$ cat src/din_map_pkg.sv
// constants shared by the digital input function mapper
package din_map_pkg;

   // ----------------------------------------------------------------
   // register bus
   // ----------------------------------------------------------------
   localparam int ADDR_W = 8;
   localparam int DATA_W = 32;
   localparam int NUM_IN = 6;

   localparam logic [7:0] OFS_FSEL_ONE   = 8'h00;
   localparam logic [7:0] OFS_FSEL_TWO   = 8'h04;
   localparam logic [7:0] OFS_FSEL_THREE = 8'h08;
   localparam logic [7:0] OFS_FSEL_FOUR  = 8'h0c;
   localparam logic [7:0] OFS_FSEL_FIVE  = 8'h10;
   localparam logic [7:0] OFS_FSEL_SIX   = 8'h14;
   localparam logic [7:0] OFS_STATUS     = 8'h18;
   localparam logic [7:0] OFS_CMD        = 8'h1c;

   // ----------------------------------------------------------------
   // reset values of the function selects
   // ----------------------------------------------------------------
   localparam logic [7:0] RST_FSEL_ONE   = 8'h02;
   localparam logic [7:0] RST_FSEL_TWO   = 8'h03;
   localparam logic [7:0] RST_FSEL_THREE = 8'h00;
   localparam logic [7:0] RST_FSEL_FOUR  = 8'h00;
   localparam logic [7:0] RST_FSEL_FIVE  = 8'h00;
   localparam logic [7:0] RST_FSEL_SIX   = 8'h00;

   // ----------------------------------------------------------------
   // function codes
   // ----------------------------------------------------------------
   localparam logic [7:0] FN_NONE       = 8'h00;
   localparam logic [7:0] FN_RUN_STOP   = 8'h01;
   localparam logic [7:0] FN_START3     = 8'h02;
   localparam logic [7:0] FN_STOP3      = 8'h03;
   localparam logic [7:0] FN_ENABLE     = 8'h04;
   localparam logic [7:0] FN_SOURCE     = 8'h05;
   localparam logic [7:0] FN_INCH       = 8'h06;
   localparam logic [7:0] FN_DIRECTION  = 8'h07;
   localparam logic [7:0] FN_EXT_FAULT  = 8'h08;
   localparam logic [7:0] FN_EXT_ALARM  = 8'h09;
   localparam logic [7:0] FN_BRAKE      = 8'h0a;
   localparam logic [7:0] FN_FAULT_RST  = 8'h0b;
   localparam logic [7:0] FN_USER_LOAD  = 8'h0c;
   localparam logic [7:0] FN_EMERGENCY  = 8'h0e;
   localparam logic [7:0] FN_THERM_ALM  = 8'h0f;
   localparam logic [7:0] FN_THERM_FLT  = 8'h10;
   localparam logic [7:0] FN_MAX        = 8'h10;

   // ----------------------------------------------------------------
   // status and command fields
   // ----------------------------------------------------------------
   localparam int ST_LEVELS_LSB   = 0;
   localparam int ST_THERM_TRIP   = 8;
   localparam int ST_THERM_SHORT  = 9;
   localparam int ST_MOTOR_RUN    = 10;
   localparam int CMD_MOTOR_RUN   = 0;

   // ----------------------------------------------------------------
   // thermistor thresholds in ohms
   // ----------------------------------------------------------------
   localparam int OHM_W          = 16;
   localparam int THERM_TRIP_OHM = 3900;
   localparam int THERM_REL_OHM  = 1600;
   localparam int THERM_SHORT_OHM = 100;

   // ----------------------------------------------------------------
   // debounce timing
   // ----------------------------------------------------------------
   localparam int CLK_MHZ         = 100;
   localparam int DEBOUNCE_US     = 10;
   localparam int DEBOUNCE_CYCLES = DEBOUNCE_US * CLK_MHZ;

endpackage

$ cat src/din_debounce.sv
// synchroniser and debouncer for one input level
`timescale 1ns/1ns
module din_debounce #(
   parameter int CYCLES = din_map_pkg::DEBOUNCE_CYCLES
) (
   input  wire logic clk_sys,
   input  wire logic rst_n,
   input  wire logic pin,
   output logic      level_r
);
   import din_map_pkg::*;

   localparam int CW = $clog2(CYCLES + 1);

   logic [2:0]    sync_r;
   logic [CW-1:0] cnt_r;

   // ----------------------------------------------------------------
   // three stage synchroniser
   // ----------------------------------------------------------------
   always_ff @(posedge clk_sys or negedge rst_n) begin
      if (!rst_n) begin
         sync_r <= 3'h0;
      end else begin
         sync_r <= {sync_r[1:0], pin};
      end
   end

   // ----------------------------------------------------------------
   // level accepted only after it has stood for the whole window
   // ----------------------------------------------------------------
   always_ff @(posedge clk_sys or negedge rst_n) begin
      if (!rst_n) begin
         cnt_r   <= '0;
         level_r <= 1'b0;
      end else if (sync_r[2] != sync_r[1] || sync_r[2] == level_r) begin
         cnt_r <= '0;
      end else if (cnt_r == CW'(CYCLES - 1)) begin
         cnt_r   <= '0;
         level_r <= sync_r[2];
      end else begin
         cnt_r <= cnt_r + CW'(1);
      end
   end
endmodule

$ cat src/din_function_mapper.sv
// digital input function mapper with its select registers
//
// Decided for this implementation: the plain strobed port and the register addresses.
`timescale 1ns/1ns
module din_function_mapper #(
   parameter int DEBOUNCE = din_map_pkg::DEBOUNCE_CYCLES
) (
   input  wire logic                           clk_sys,
   input  wire logic                           rst_n,
   input  wire logic [din_map_pkg::ADDR_W-1:0] reg_addr,
   input  wire logic [din_map_pkg::DATA_W-1:0] reg_wdata,
   input  wire logic                           reg_wr,
   input  wire logic                           reg_rd,
   output logic      [din_map_pkg::DATA_W-1:0] reg_rdata,
   input  wire logic                           input_one,
   input  wire logic                           input_two,
   input  wire logic                           input_three,
   input  wire logic                           input_four,
   input  wire logic                           input_five,
   input  wire logic                           input_six,
   input  wire logic [din_map_pkg::OHM_W-1:0]  thermistor_ohms,
   input  wire logic                           motor_enabled,
   output logic                                run_request,
   output logic                                start_pulse,
   output logic                                stop_pulse,
   output logic                                general_enable,
   output logic                                command_source_select,
   output logic                                inching,
   output logic                                forward_contactor,
   output logic                                reverse_contactor,
   output logic                                external_fault,
   output logic                                external_alarm,
   output logic                                braking_permit,
   output logic                                fault_reset_pulse,
   output logic                                load_user_one,
   output logic                                load_user_two,
   output logic                                emergency_run,
   output logic                                thermistor_alarm,
   output logic                                thermistor_fault,
   output logic                                thermistor_short
);
   import din_map_pkg::*;


   // ----------------------------------------------------------------
   // declarations
   // ----------------------------------------------------------------
   logic [7:0]        fsel_r [NUM_IN];
   logic [NUM_IN-1:0] pins;
   logic [NUM_IN-1:0] lvl;
   logic [NUM_IN-1:0] lvl_d_r;
   logic [NUM_IN-1:0] rise;
   logic [NUM_IN-1:0] fall;
   logic              therm_trip_r;
   logic              sw_run_r;

   assign pins = {input_six, input_five, input_four, input_three, input_two, input_one};

   // accepts a code only where it is defined for that input
   function automatic logic code_ok(input int idx, input logic [7:0] code);
      if (code > FN_MAX) begin
         return 1'b0;
      end else if (idx == 2) begin
         return code <= FN_USER_LOAD || code == FN_EMERGENCY;
      end else if (idx == 5) begin
         return code <= FN_USER_LOAD || code >= FN_THERM_ALM;
      end else begin
         return code <= FN_USER_LOAD;
      end
   endfunction

   function automatic logic [7:0] fsel_reset(input int idx);
      case (idx)
         0:       return RST_FSEL_ONE;
         1:       return RST_FSEL_TWO;
         2:       return RST_FSEL_THREE;
         3:       return RST_FSEL_FOUR;
         4:       return RST_FSEL_FIVE;
         default: return RST_FSEL_SIX;
      endcase
   endfunction

   function automatic logic [ADDR_W-1:0] fsel_ofs(input int idx);
      return ADDR_W'(OFS_FSEL_ONE + 8'(4 * idx));
   endfunction

   // ----------------------------------------------------------------
   // input conditioning
   // ----------------------------------------------------------------
   for (genvar g = 0; g < NUM_IN; g++) begin : g_in
      din_debounce #(
         .CYCLES (DEBOUNCE)
      ) u_deb (
         .clk_sys (clk_sys),
         .rst_n   (rst_n),
         .pin     (pins[g]),
         .level_r (lvl[g])
      );
   end

   // an open pin reads 0, a closed one 1, including input six
   always_ff @(posedge clk_sys or negedge rst_n) begin
      if (!rst_n) begin
         lvl_d_r <= '0;
      end else begin
         lvl_d_r <= lvl;
      end
   end

   assign rise = lvl & ~lvl_d_r;
   assign fall = ~lvl & lvl_d_r;

   // ----------------------------------------------------------------
   // function select registers
   // ----------------------------------------------------------------
   // rejected writes leave the old code, so reads never show a bad one
   always_ff @(posedge clk_sys or negedge rst_n) begin
      if (!rst_n) begin
         for (int i = 0; i < NUM_IN; i++) begin
            fsel_r[i] <= fsel_reset(i);
         end
      end else if (reg_wr && !motor_enabled && !sw_run_r) begin
         for (int i = 0; i < NUM_IN; i++) begin
            if (reg_addr == fsel_ofs(i) && code_ok(i, reg_wdata[7:0])) begin
               fsel_r[i] <= reg_wdata[7:0];
            end
         end
      end
   end

   // software run flag, read back at the command register
   always_ff @(posedge clk_sys or negedge rst_n) begin
      if (!rst_n) begin
         sw_run_r <= 1'b0;
      end else if (reg_wr && reg_addr == OFS_CMD) begin
         sw_run_r <= reg_wdata[CMD_MOTOR_RUN];
      end
   end

   // ----------------------------------------------------------------
   // read port
   // ----------------------------------------------------------------
   always_ff @(posedge clk_sys or negedge rst_n) begin
      if (!rst_n) begin
         reg_rdata <= '0;
      end else if (reg_rd) begin
         reg_rdata <= '0;
         for (int i = 0; i < NUM_IN; i++) begin
            if (reg_addr == fsel_ofs(i)) begin
               reg_rdata <= {24'h0, fsel_r[i]};
            end
         end
         if (reg_addr == OFS_STATUS) begin
            reg_rdata[ST_LEVELS_LSB +: NUM_IN] <= lvl;
            reg_rdata[ST_THERM_TRIP]           <= therm_trip_r;
            reg_rdata[ST_THERM_SHORT]          <= thermistor_short;
            reg_rdata[ST_MOTOR_RUN]            <= motor_enabled;
         end else if (reg_addr == OFS_CMD) begin
            reg_rdata[CMD_MOTOR_RUN] <= sw_run_r;
         end
      end else begin
         reg_rdata <= '0;
      end
   end

   // ----------------------------------------------------------------
   // thermistor detector on input six
   // ----------------------------------------------------------------
   // hysteresis: trip above the upper value, release only in the band
   always_ff @(posedge clk_sys or negedge rst_n) begin
      if (!rst_n) begin
         therm_trip_r     <= 1'b0;
         thermistor_short <= 1'b0;
      end else begin
         thermistor_short <= thermistor_ohms < OHM_W'(THERM_SHORT_OHM);
         if (thermistor_ohms > OHM_W'(THERM_TRIP_OHM)) begin
            therm_trip_r <= 1'b1;
         end else if (thermistor_ohms >= OHM_W'(THERM_SHORT_OHM) &&
                      thermistor_ohms <= OHM_W'(THERM_REL_OHM)) begin
            therm_trip_r <= 1'b0;
         end
      end
   end

   always_ff @(posedge clk_sys or negedge rst_n) begin
      if (!rst_n) begin
         thermistor_alarm <= 1'b0;
         thermistor_fault <= 1'b0;
      end else begin
         thermistor_alarm <= fsel_r[5] == FN_THERM_ALM &&
                             (therm_trip_r || thermistor_short);
         thermistor_fault <= fsel_r[5] == FN_THERM_FLT &&
                             (therm_trip_r || thermistor_short);
      end
   end

   // ----------------------------------------------------------------
   // level functions
   // ----------------------------------------------------------------
   // absent functions default to their harmless state: enabled,
   // local, forward, no fault, no alarm, braking allowed
   always_ff @(posedge clk_sys or negedge rst_n) begin
      if (!rst_n) begin
         run_request           <= 1'b0;
         general_enable        <= 1'b1;
         command_source_select <= 1'b0;
         inching               <= 1'b0;
         forward_contactor     <= 1'b1;
         reverse_contactor     <= 1'b0;
         external_fault        <= 1'b0;
         external_alarm        <= 1'b0;
         braking_permit        <= 1'b1;
         emergency_run         <= 1'b0;
      end else begin
         logic rr;
         logic ge;
         logic src;
         logic inch;
         logic rev;
         logic ef;
         logic ea;
         logic br;
         rr   = 1'b0;
         ge   = 1'b1;
         src  = 1'b0;
         inch = 1'b0;
         rev  = 1'b0;
         ef   = 1'b0;
         ea   = 1'b0;
         br   = 1'b1;
         for (int i = 0; i < NUM_IN; i++) begin
            case (fsel_r[i])
               FN_RUN_STOP:  rr   = rr | lvl[i];
               FN_ENABLE:    ge   = ge & lvl[i];
               FN_SOURCE:    src  = src | lvl[i];
               FN_INCH:      inch = inch | lvl[i];
               FN_DIRECTION: rev  = rev | lvl[i];
               FN_EXT_FAULT: ef   = ef | ~lvl[i];
               FN_EXT_ALARM: ea   = ea | ~lvl[i];
               FN_BRAKE:     br   = br & lvl[i];
               default:      rr   = rr;
            endcase
         end
         run_request           <= rr;
         general_enable        <= ge;
         command_source_select <= src;
         inching               <= inch;
         forward_contactor     <= ~rev;
         reverse_contactor     <= rev;
         external_fault        <= ef;
         external_alarm        <= ea;
         braking_permit        <= br;
         emergency_run         <= fsel_r[2] == FN_EMERGENCY && lvl[2];
      end
   end

   // ----------------------------------------------------------------
   // edge functions
   // ----------------------------------------------------------------
   // one pulse per debounced edge, none for user loads while the motor is enabled; a held level never repeats
   always_ff @(posedge clk_sys or negedge rst_n) begin
      if (!rst_n) begin
         start_pulse       <= 1'b0;
         stop_pulse        <= 1'b0;
         fault_reset_pulse <= 1'b0;
         load_user_one     <= 1'b0;
         load_user_two     <= 1'b0;
      end else begin
         logic st;
         logic sp;
         logic fr;
         logic l1;
         logic l2;
         st = 1'b0;
         sp = 1'b0;
         fr = 1'b0;
         l1 = 1'b0;
         l2 = 1'b0;
         for (int i = 0; i < NUM_IN; i++) begin
            case (fsel_r[i])
               FN_START3:    st = st | rise[i];
               FN_STOP3:     sp = sp | fall[i];
               FN_FAULT_RST: fr = fr | rise[i];
               FN_USER_LOAD: begin
                  l1 = l1 | rise[i];
                  l2 = l2 | fall[i];
               end
               default:      st = st;
            endcase
         end
         start_pulse       <= st;
         stop_pulse        <= sp;
         fault_reset_pulse <= fr;
         load_user_one     <= l1 & ~motor_enabled;
         load_user_two     <= l2 & ~motor_enabled;
      end
   end
endmodule

$ cat config.mk
export PLATFORM = sky130hd
export DESIGN_NAME = din_function_mapper
export DESIGN_NICKNAME = d
export VERILOG_FILES = /design/src/din_map_pkg.sv /design/src/din_debounce.sv /design/src/din_function_mapper.sv
export SDC_FILE = /design/constraint.sdc
export NUM_CORES = 1
export LEC_CHECK = 0
export ABC_AREA = 1
export BUFFER_PORTS_ARGS = -buffer_cell sky130_fd_sc_hd__clkbuf_2
export CAP_MARGIN = 20
export CORE_ASPECT_RATIO = 1.25
export CORE_MARGIN = 5
export CORE_UTILIZATION = 58
export DETAILED_ROUTE_END_ITERATION = 8
export MAX_ROUTING_LAYER = met4
export PLACE_DENSITY = 0.87
export SLEW_MARGIN = 10
export SYNTH_ARGS = -nofsm -noshare
export SYNTH_HDL_FRONTEND = slang
export SYNTH_SLANG_ARGS = --single-unit
$ cat constraint.sdc
create_clock -name clk_sys -period 1.55 [get_ports clk_sys]
set_input_delay 0.0775 -clock clk_sys [delete_from_list [all_inputs] [get_ports clk_sys]]
set_output_delay 0.0775 -clock clk_sys [all_outputs]
set_load 0.005 [all_outputs]
==> results of run 1 <==
[worst min-delay path: cells and delay by family]
family | cells | cell delay (ns)
buf+inv | 1 | 0.10
simple gates | 2 | 0.27
[cells in the final DEF, fill, tap and decap left out, types with 17 or more instances in the layout]
cell           synthesis  layout
nand3_1               68      62
clkbuf_2               0      70
nand2_1              199     197
o21ai_0               50      50
clkbuf_16              0      17
a21oi_1               32      32
inv_1                157     153
conb_1                 1      21
dfrtp_1              163     160
nand4_1               23      23
nor2_1               167     162
buf_4                 21      39
nor3_1                47      39
dlygate4sd3_1          0      21
[cells by family (layout without fill, tap and decap cells)]
logic type | Yosys count | in the layout | synth area share (%)
AOI/OAI and AO/OA | 128 | 128 | 8.606
xor gates and xnor gates | 16 | 16 | 1.653
adders and majority gates | 6 | 6 | 0.8857
buffers and inverters | 191 | 330 | 9.551
DFF | 169 | 169 | 49.99
other | 1 | 21 | 0.04424
and+or+nand+nor | 549 | 549 | 29.27
[synthesized netlist by cell type, types with 7 or more instances]
cell type / n
a21oi_1: 32
buf_4: 21
dfrtp_1: 163
inv_1: 157
nand2_1: 199
nand3_1: 68
nand4_1: 23
nor2_1: 167
nor3_1: 47
nor3b_1: 7
nor4_1: 7
o21ai_0: 50
o21ai_1: 13
o21bai_1: 9
xor2_1: 13
[path summary, 6_finish.rpt]
kind,to,slack (ns)
hold / removal,thermistor_short,0.05
max in group asynchronous,general_enable,0.75
min in group asynchronous,reg_rdata[8],0.16
hold reg to reg,g_in[3].u_deb.sync_r[1],0.35
setup reg to reg,load_user_one,0.05
setup / recovery,load_user_one,0.05
[registers in the layout (all words and copies together), names as in the netlist, 6 cells and up]
name / count
fsel_r: 48
g_in.u_deb.cnt_r: 60
g_in.u_deb.level_r: 6
g_in.u_deb.sync_r: 18
lvl_d_r: 6
reg_rdata: 11
[stage by stage]
stage,std cells,util [%],hold WS [ns],TNS [ns]
after floorplan,1080,-,-0.2181,0
after global placement,1340,64.49,0.06181,0
after detailed placement,1340,64.49,0.06841,-0.01846
after CTS,1391,70.05,0.03586,0
after global routing,1397,71.40,0.05869,0
final,1397,71.40,0.05039,0
[final cells by class]
cell class	count	area (sq um)
Sequential cell	169	4240
Fill cell	1063	4103
Multi-Input combinational cell	720	3647
Timing Repair Buffer	133	904.6
Inverter	165	625.6
Clock buffer	17	425.4
Tap cell	178	222.7
Clock inverter	15	177.7
[metal layers]
| metal | global-route usage [%] | vias to the layer above | routed length, um |
|---|---|---|---|
| met3 | 5.294 | 65 | 1231 |
| met4 | 11.53 | 0 | 869 |
| li1 | - | 3671 | - |
| met2 | 44.26 | 263 | 11150 |
| met1 | 29.43 | 3532 | 8296 |
| met5 | - | - | 0 |
[power by group]
part	internal [mW]	switching [mW]
clock	2.53	1.76
combinational	0.176	0.304
sequential	4.47	0.0392
total	7.18	2.10
[timing repair]
item | CTS | global route
cloned | 0 | 0
pin swaps | 0 | 4
endpoints found under the hold margin | 96 | 1
hold buffers | 19 | 3
setup buffers | 0 | 4
endpoints found under the setup margin | 2 | 51
gates resized for setup | 1 | 38
==> out/metrics.yaml, run 1 <==
grt.overflow.total: 0
cp-start-kind: "flip-flop"
worst_path_max_delay_cell: "dfrtp_1"
antenna_found_initial: 0
status: "completed"
hp-start: "thermistor_ohms[5]"
post-place-ws_ns: -0.01176
grt_pass1_wl_um: 34930
place_congestion: 0.9720
synth_seq_cells: 169
routedWlPerCell_um: 15.42
dr.pass1.iters: 6
hp-class: "in2reg"
fin_nets: 1279
post-route-period-util_pct: 96.73
cts_sinks: 169
crit_start: "fsel_r[45]"
timing.critical_path.fanout_max: 5
syn_inst: 1060
track_usage_pct: 25.98
synth_top_area_share_pct: 48.13
n_antenna_cell: 0
fin_area_sq_mm: 0.01024
clock_path_buffers: 2
setup_slack_ns: 0.05075
path_cells: "nor2_1, nand2_1, inv_1, nand2_1, o21ai_0, nor2_1, a21oi_1"
power.density_mw_per_mm2: 905.7
end_kind: "flip-flop"
crit_required_ns: 1.91
synth_area_per_cell_sq_um: 7.996
yosysWarnings: 0
mappedNetlistArea_sq_mm: 0.008476
reg2reg_depth: 7
cp.depth: 7
cts_max_level: 4
fp.dieW_um: 118.1
clk_pin_slew_ns: 0.07
fin_crit_ns: 1.499
routed_wl_um: 21540
synth-seq-area-share_pct: 49.99
slew_violations: 0
clk_latency_ns: 0.44
crit_buf_inv: 1
rr_startpoint: "fsel_r[45]"
async_flop_share_pct: 100.0
ir_drop_v: 0.0009913
root_buffer: "clkbuf_16"
slew_headroom_pct: 66.03
fin_skew_ns: 0.009890
path_delay_family: "simple AND/OR/NAND/NOR gates"
cts_inserted_buffers: 17
synthTopCellsByArea: "dfrtp_1 (48%), nand2_1 (8.8%), nor2_1 (7.4%), inv_1 (7.0%), nand3_1 (4.0%)"
crit_arrival_ns: 1.86
finalPower_mw: 9.278
dpl_cell_area_sq_mm: 0.009251
final-setup-viol-count: 0
grt_pass1_vias: 7407
drive_gt1_share_pct: 17.97
coreArea_sq_mm: 0.01435
rsz0062_at_grt: "false"
p_leak_nw: 5.163
dieArea_sq_mm: 0.01715
viasPerCell: 5.391
critical_path.max_stage_delay_ns: 0.39
fmax_mhz: 667.0
yosysTopAreaCell: "dfrtp_1"
drtAntennaViolNets: 0
vias: 7531
critPathKind: "reg2reg"
worst_pin_slew_ns: 0.5096
fp-row-count: 49
start_util_pct: 59.08
whs_path_depth: 3
port_buffers: 71
synth.distinct_cells: 52
die_y_um: 145.2
place_hpwl_um: 15800
drc: 0
io_pins: 117
cts_tree: "yes"
area_growth_pct: 20.86
maxCapViolCount: 0
first_iter_violations: 609
synth-edff-count: 0
hold_violations: 0
grt_start_max_net_pins: 52
synthFlopType: "dfrtp_1"
Note: power is estimated with default switching activity, not from simulation.
==> run 2: changes to the inputs <==
--- a/config.mk
+++ b/config.mk
@@ -10,11 +10,10 @@
 export CAP_MARGIN = 20
 export CORE_ASPECT_RATIO = 1.25
 export CORE_MARGIN = 5
-export CORE_UTILIZATION = 58
+export CORE_UTILIZATION = 52
 export DETAILED_ROUTE_END_ITERATION = 8
 export MAX_ROUTING_LAYER = met4
-export PLACE_DENSITY = 0.87
-export SLEW_MARGIN = 10
+export PLACE_DENSITY = 0.8
 export SYNTH_ARGS = -nofsm -noshare
 export SYNTH_HDL_FRONTEND = slang
 export SYNTH_SLANG_ARGS = --single-unit
==> out/metrics.yaml, run 2 (synthesis results as in run 1) <==
root_buffer: "clkbuf_16"
slew_violations: 0
worst_pin_slew_ns: 0.5349
coreArea_sq_mm: 0.01614
hold_violations: 0
post-route-period-util_pct: 97.90
track_usage_pct: 23.76
cp-start-kind: "flip-flop"
power.density_mw_per_mm2: 923.2
dpl_cell_area_sq_mm: 0.009261
n_antenna_cell: 0
final_common_cell: "nand2_1"
internal_power_mw: 7.468
fp-row-count: 52
antenna_found_initial: 0
grt_start_max_net_pins: 97
viasPerCell: 5.182
area_growth_pct: 21.98
grt_pass1_vias: 7246
path_cells: "inv_1, nand4_1, nor2_2, nand2_1, o21ai_0, inv_1, nand4_1"
place_hpwl_um: 15760
routed_wl_um: 21280
critical_path.max_stage_delay_ns: 0.40
routedWlPerCell_um: 14.90
dr.pass1.iters: 6
first_iter_violations: 605
largest_reg_flops: 60
fillCellCount: 1373
grt_pass1_wl_um: 34290
clock_path_buffers: 2
port_buffers: 71
swShare_pct: 21.76
crit_required_ns: 1.91
rsz0062_at_grt: "true"
drc: 0
fin_util_pct: 64.07
clk_pin_slew_ns: 0.06
vias: 7400
start_util_pct: 52.53
fin_skew_ns: 0.009038
place_congestion: 0.9899
final_cell_mix: "nand2_1 (196), dfrtp_1 (162), nor2_1 (161)"
cts_tree: "yes"
end_kind: "flip-flop"
clk_latency_ns: 0.43
timing.critical_path.fanout_max: 4
die_y_um: 152.7
ir_drop_v: 0.0007475
seqPwrFrac_pct: 47.2
fin_crit_ns: 1.517
clkPwrFrac_pct: 47.8
grt.overflow.total: 0
cts_sinks: 169
fin_nets: 1272
fmax_mhz: 659.0
drtAntennaViolNets: 0
io_pins: 117
p_sw_mw: 2.077
regMostFlops: "g_in.u_deb.cnt_r"
fp.dieW_um: 124.2
status: "completed"
worst_path_max_delay_cell: "dfrtp_1"
combPwrFrac_pct: 4.9
drive_gt1_share_pct: 18.56
largest_registers: "g_in.u_deb.cnt_r: 60 flops, fsel_r: 48 flops, g_in.u_deb.sync_r: 18 flops"
maxCapViolCount: 0
slew_headroom_pct: 64.34
p_leak_nw: 5.151
cts_max_level: 4
critPathKind: "reg2reg"
final-setup-viol-count: 0
crit_arrival_ns: 1.88
dieArea_sq_mm: 0.01897
hp-class: "in2reg"
fin_area_sq_mm: 0.01034
cts_inserted_buffers: 17
-- run 2: cell count changes in the layout (fill, tap and decap cells not counted), moves of 3 or more --
cell / before / now
clkbuf_8: 0 / 3
inv_1: 153 / 149
clkinv_2: 5 / 2
dlygate4sd3_1: 21 / 18
a21oi_1: 32 / 29
a21oi_2: 0 / 3
inv_2: 9 / 14
buf_4: 39 / 33
-- run 2: metrics by stage --
stage / total power, mW / worst slack (ns) / hold WS (ns) / TNS, ns / std cells
CTS: 9.588 / 0.009810 / 0.02492 / 0 / 1423
global route: 9.880 / -0.04267 / 0.04883 / -0.2597 / 1428
finish: 9.545 / 0.03261 / 0.04032 / 0 / 1428
detailed placement: 4.998 / -0.007738 / 0.1112 / -0.007738 / 1373
global placement: 4.980 / 0.05136 / 0.1086 / 0 / 1373
floorplan: 4.800 / 0.1132 / -0.2181 / 0 / 1080
-- run 2: power groups by stage --
stage	sequential, mW	combinational (mW)	clock [mW]
2_1_floorplan	4.58	0.219	0
3_3_place_gp	4.58	0.396	0
3_5_place_dp	4.59	0.408	0
4_1_cts	4.51	0.448	4.63
5_1_grt	4.51	0.538	4.83
6_report	4.51	0.472	4.56
-- run 2: critical path, delay by kind of cell (launching register included) --
| kind | cells | cell delay, ns |
|---|---|---|
| and+or+nand+nor | 4 | 0.75 |
| DFF | 1 | 0.40 |
| AOI/OAI and AO/OA | 1 | 0.17 |
| buffers and inverters | 2 | 0.13 |
-- run 2: worst paths after layout --
kind	slack, ns	startpoint	cells after the start	end
max	0.03	fsel_r[28]	7	command_source_select
min	0.04	thermistor_ohms[6]	3	thermistor_short
max reg2reg	0.03	fsel_r[28]	7	command_source_select
min reg2reg	0.35	g_in[3].u_deb.sync_r[0]	0	g_in[3].u_deb.sync_r[1]
max in group asynchronous	0.88	rst_n	3	forward_contactor
min in group asynchronous	0.20	rst_n	3	g_in[3].u_deb.cnt_r[9]
-- run 2: repair_timing --
item,4_1_cts,5_1_grt
pin swaps,0,12
hold endpoints to repair,183,0
gates resized for setup,1,53
setup buffers,0,6
setup endpoints to repair,2,54
hold buffers,18,0
-- run 2: cell type report --
cell class                 instances  area [sq um]  area share [%]
inverter                         165         623.1           6.027
multi-input combinational        720          3706           35.85
clock buffer                      22         474.2           4.587
timing repair buffer             126         860.8           8.326
sequential                       169          4238           40.99
clock inverter                    10         166.4           1.610
tap                              216         270.3           2.614
-- run 2: per-layer routing --
metal  track usage, %  share of wire (%)  vias up
met5                -                  0        -
met4            10.65                3.6        0
met3            4.827                5.5       54
met2            39.51                 51      229
met1            27.43                 40     3472
li1                 -                  -     3645
==> run 3: changes to the inputs <==
--- a/config.mk
+++ b/config.mk
@@ -16,4 +16,5 @@
 export PLACE_DENSITY = 0.8
 export SYNTH_ARGS = -nofsm -noshare
 export SYNTH_HDL_FRONTEND = slang
+export SYNTH_HIERARCHICAL = 1
 export SYNTH_SLANG_ARGS = --single-unit
==> out/metrics.yaml, run 3 <==
status: "completed"
drtAntennaViolNets: 0
async_flop_share_pct: 100.0
worst_path_max_delay_cell: "dfrtp_1"
use_met2_pct: 39.28
ir_drop_v: 0.0008540
synth.most_common_cell: "nand2_1"
yosysWarnings: 6
routed_wl_um: 23170
root_buffer: "clkbuf_16"
dpl_cell_area_sq_mm: 0.01027
regArea_sq_mm: 0.004238
synth_commonest_cells: "nand2_1 (252), nor2_1 (248), inv_1 (178)"
syn_inst: 1274
crit_arrival_ns: 1.88
mappedNetlistArea_sq_mm: 0.009577
die_y_um: 161.7
maxCapViolCount: 0
power.density_mw_per_mm2: 858.0
final_cell_mix: "nand2_1 (252), nor2_1 (246), inv_1 (178)"
clk_pin_slew_ns: 0.07
critPathKind: "reg2reg"
fin_util_pct: 61.77
synthFlopType: "dfrtp_1"
timing.critical_path.fanout_max: 5
cts_inserted_buffers: 17
drc: 0
clock_path_buffers: 2
port_buffers: 71
place_hpwl_um: 17210
placed_cells: 1581
cp-start-kind: "flip-flop"
clk_latency_ns: 0.43
regMostFlops: "g_in.u_deb/cnt_r"
n_antenna_cell: 0
start_util_pct: 52.91
crit_required_ns: 1.92
routedWlPerCell_um: 14.17
drive_gt1_share_pct: 17.41
synth_seq_cells: 169
fin_nets: 1468
dr.pass1.iters: 8
timing.hold.ws_ns: 0.01326
fp-row-count: 55
synth-seq-area-share_pct: 44.24
multi_input_area_sq_mm: 0.004488
cts_max_level: 4
synth-edff-count: 0
grt_pass1_wl_um: 39010
dieArea_sq_mm: 0.02125
yosysTopAreaCell: "dfrtp_1"
cts_tree: "yes"
synthTopCellsByArea: "dfrtp_1 (43%), nand2_1 (9.9%), nor2_1 (9.7%), inv_1 (7.0%), nand3_1 (6.0%)"
synth_area_per_cell_sq_um: 7.517
track_usage_pct: 22.69
path_cells: "inv_1, nand4_1, nor2_1, nand2_1, nand3_1, nand2b_1"
grt_pass1_vias: 8534
worst_pin_slew_ns: 0.5010
finalPower_mw: 9.593
path_delay_family: "simple AND/OR/NAND/NOR gates"
slew_headroom_pct: 66.60
synth.distinct_cells: 44
gr-max-usage-layer: "met2"
fmax_mhz: 659.2
largest_registers: "g_in.u_deb/cnt_r: 60 flops, fsel_r: 48 flops, g_in.u_deb/sync_r: 18 flops"
post-route-period-util_pct: 97.87
cts_sinks: 169
grt.overflow.total: 0
area_growth_pct: 16.74
vias: 8596
fillCellCount: 1532
viasPerCell: 5.257
slew_violations: 0
hp-class: "in2reg"
antenna_found_initial: 0
fp.dieW_um: 131.4
p_leak_nw: 5.648
largest_reg_flops: 60
critical_path.max_stage_delay_ns: 0.38
place_congestion: 1.001
first_iter_violations: 755
io_pins: 117
coreArea_sq_mm: 0.01810
use_met1_pct: 26.07
synth_top_area_share_pct: 42.59
ff2ff_setup_slack_ns: 0.03
final-setup-viol-count: 0
hold_violations: 0
final_cell_count_no_fill: 1635
fin_skew_ns: 0.009679
fin_area_sq_mm: 0.01118
end_kind: "flip-flop"
final_common_cell: "nand2_1"
fin_crit_ns: 1.517
crit_buf_inv: 1
grt_start_max_net_pins: 46
rsz0062_at_grt: "true"
use_met3_pct: 3.965
==> run 3: cell count changes after synthesis, sizes merged, moves of 6 or more <==
cell / change
a21o: +6
inv: +37
nand2: +74
nand3: +58
o21ai: -25
nand4: +9
nor2: +89
o21bai: -9
a21oi: -11
==> run 3: repair_timing <==
item,in CTS,in global routing
resized for setup,0,14
endpoints found under the setup margin,0,26
buffers inserted,0,4
hold endpoints to repair,150,0
hold buffers,19,0
==> run 3: path summary, 6_finish.rpt <==
path / startpoint / cells past startpoint / to
min in group asynchronous: rst_n / 2 / g_in[5].u_deb/cnt_r[5]
max: fsel_r[21] / 6 / reverse_contactor
max reg2reg: fsel_r[21] / 6 / reverse_contactor
max in group asynchronous: rst_n / 3 / fsel_r[41]
min: thermistor_ohms[11] / 5 / therm_trip_r
min reg2reg: g_in[1].u_deb/sync_r[0] / 0 / g_in[1].u_deb/sync_r[1]
==> run 3: cells by family after synthesis <==
logic type      count (synthesis)  share of synthesized area [%]
buf+inv                       234                          10.19
flops                         169                          44.24
xor+xnor                       12                          1.097
other cells                     1                        0.03916
fa+ha+maj                       6                         0.7839
simple gates                  777                          39.04
compound gates                 75                          4.612
==> run 3: layer usage <==
layer  share of wire [%]  up-vias
met4                 3.6        0
met2                  51      307
met3                 5.7       75
met5                   0        -
li1                    -     4238
met1                  40     3976
==> run 3: power breakdown <==
| group | switching [mW] | leakage (nW) | internal (mW) | total (mW) |
|---|---|---|---|---|
| clock | 1.81 | 0.309 | 2.75 | 4.57 |
| sequential | 0.0362 | 2.17 | 4.45 | 4.49 |
| combinational | 0.345 | 3.17 | 0.190 | 0.535 |
| total | 2.19 | 5.65 | 7.40 | 9.59 |
==> run 3: through the flow <==
| step | TNS, ns | worst slack, ns |
|---|---|---|
| after global placement | 0 | 0.08603 |
| final | 0 | 0.03301 |
| after global routing | -0.06499 | -0.01756 |
| after floorplan | 0 | 0.2907 |
| after detailed placement | 0 | 0.06625 |
| after CTS | 0 | 0.04285 |
==> run 3: worst reg2reg max path: cells and delay by family, from the launching register on <==
family / cells / cell delay (ns)
AND/OR/NAND/NOR: 5 / 1.01
buffers and inverters: 1 / 0.07
flip-flops: 1 / 0.38
==> run 3: layout make-up <==
cell class                      instances  share of cell area, %
Clock inverter                         13                  1.724
Timing Repair Buffer                  114                  6.917
Multi-Input combinational cell        891                  40.15
Tap cell                              228                  2.552
Sequential cell                       169                  37.91
Inverter                              202                  6.827
Clock buffer                           18                  3.928
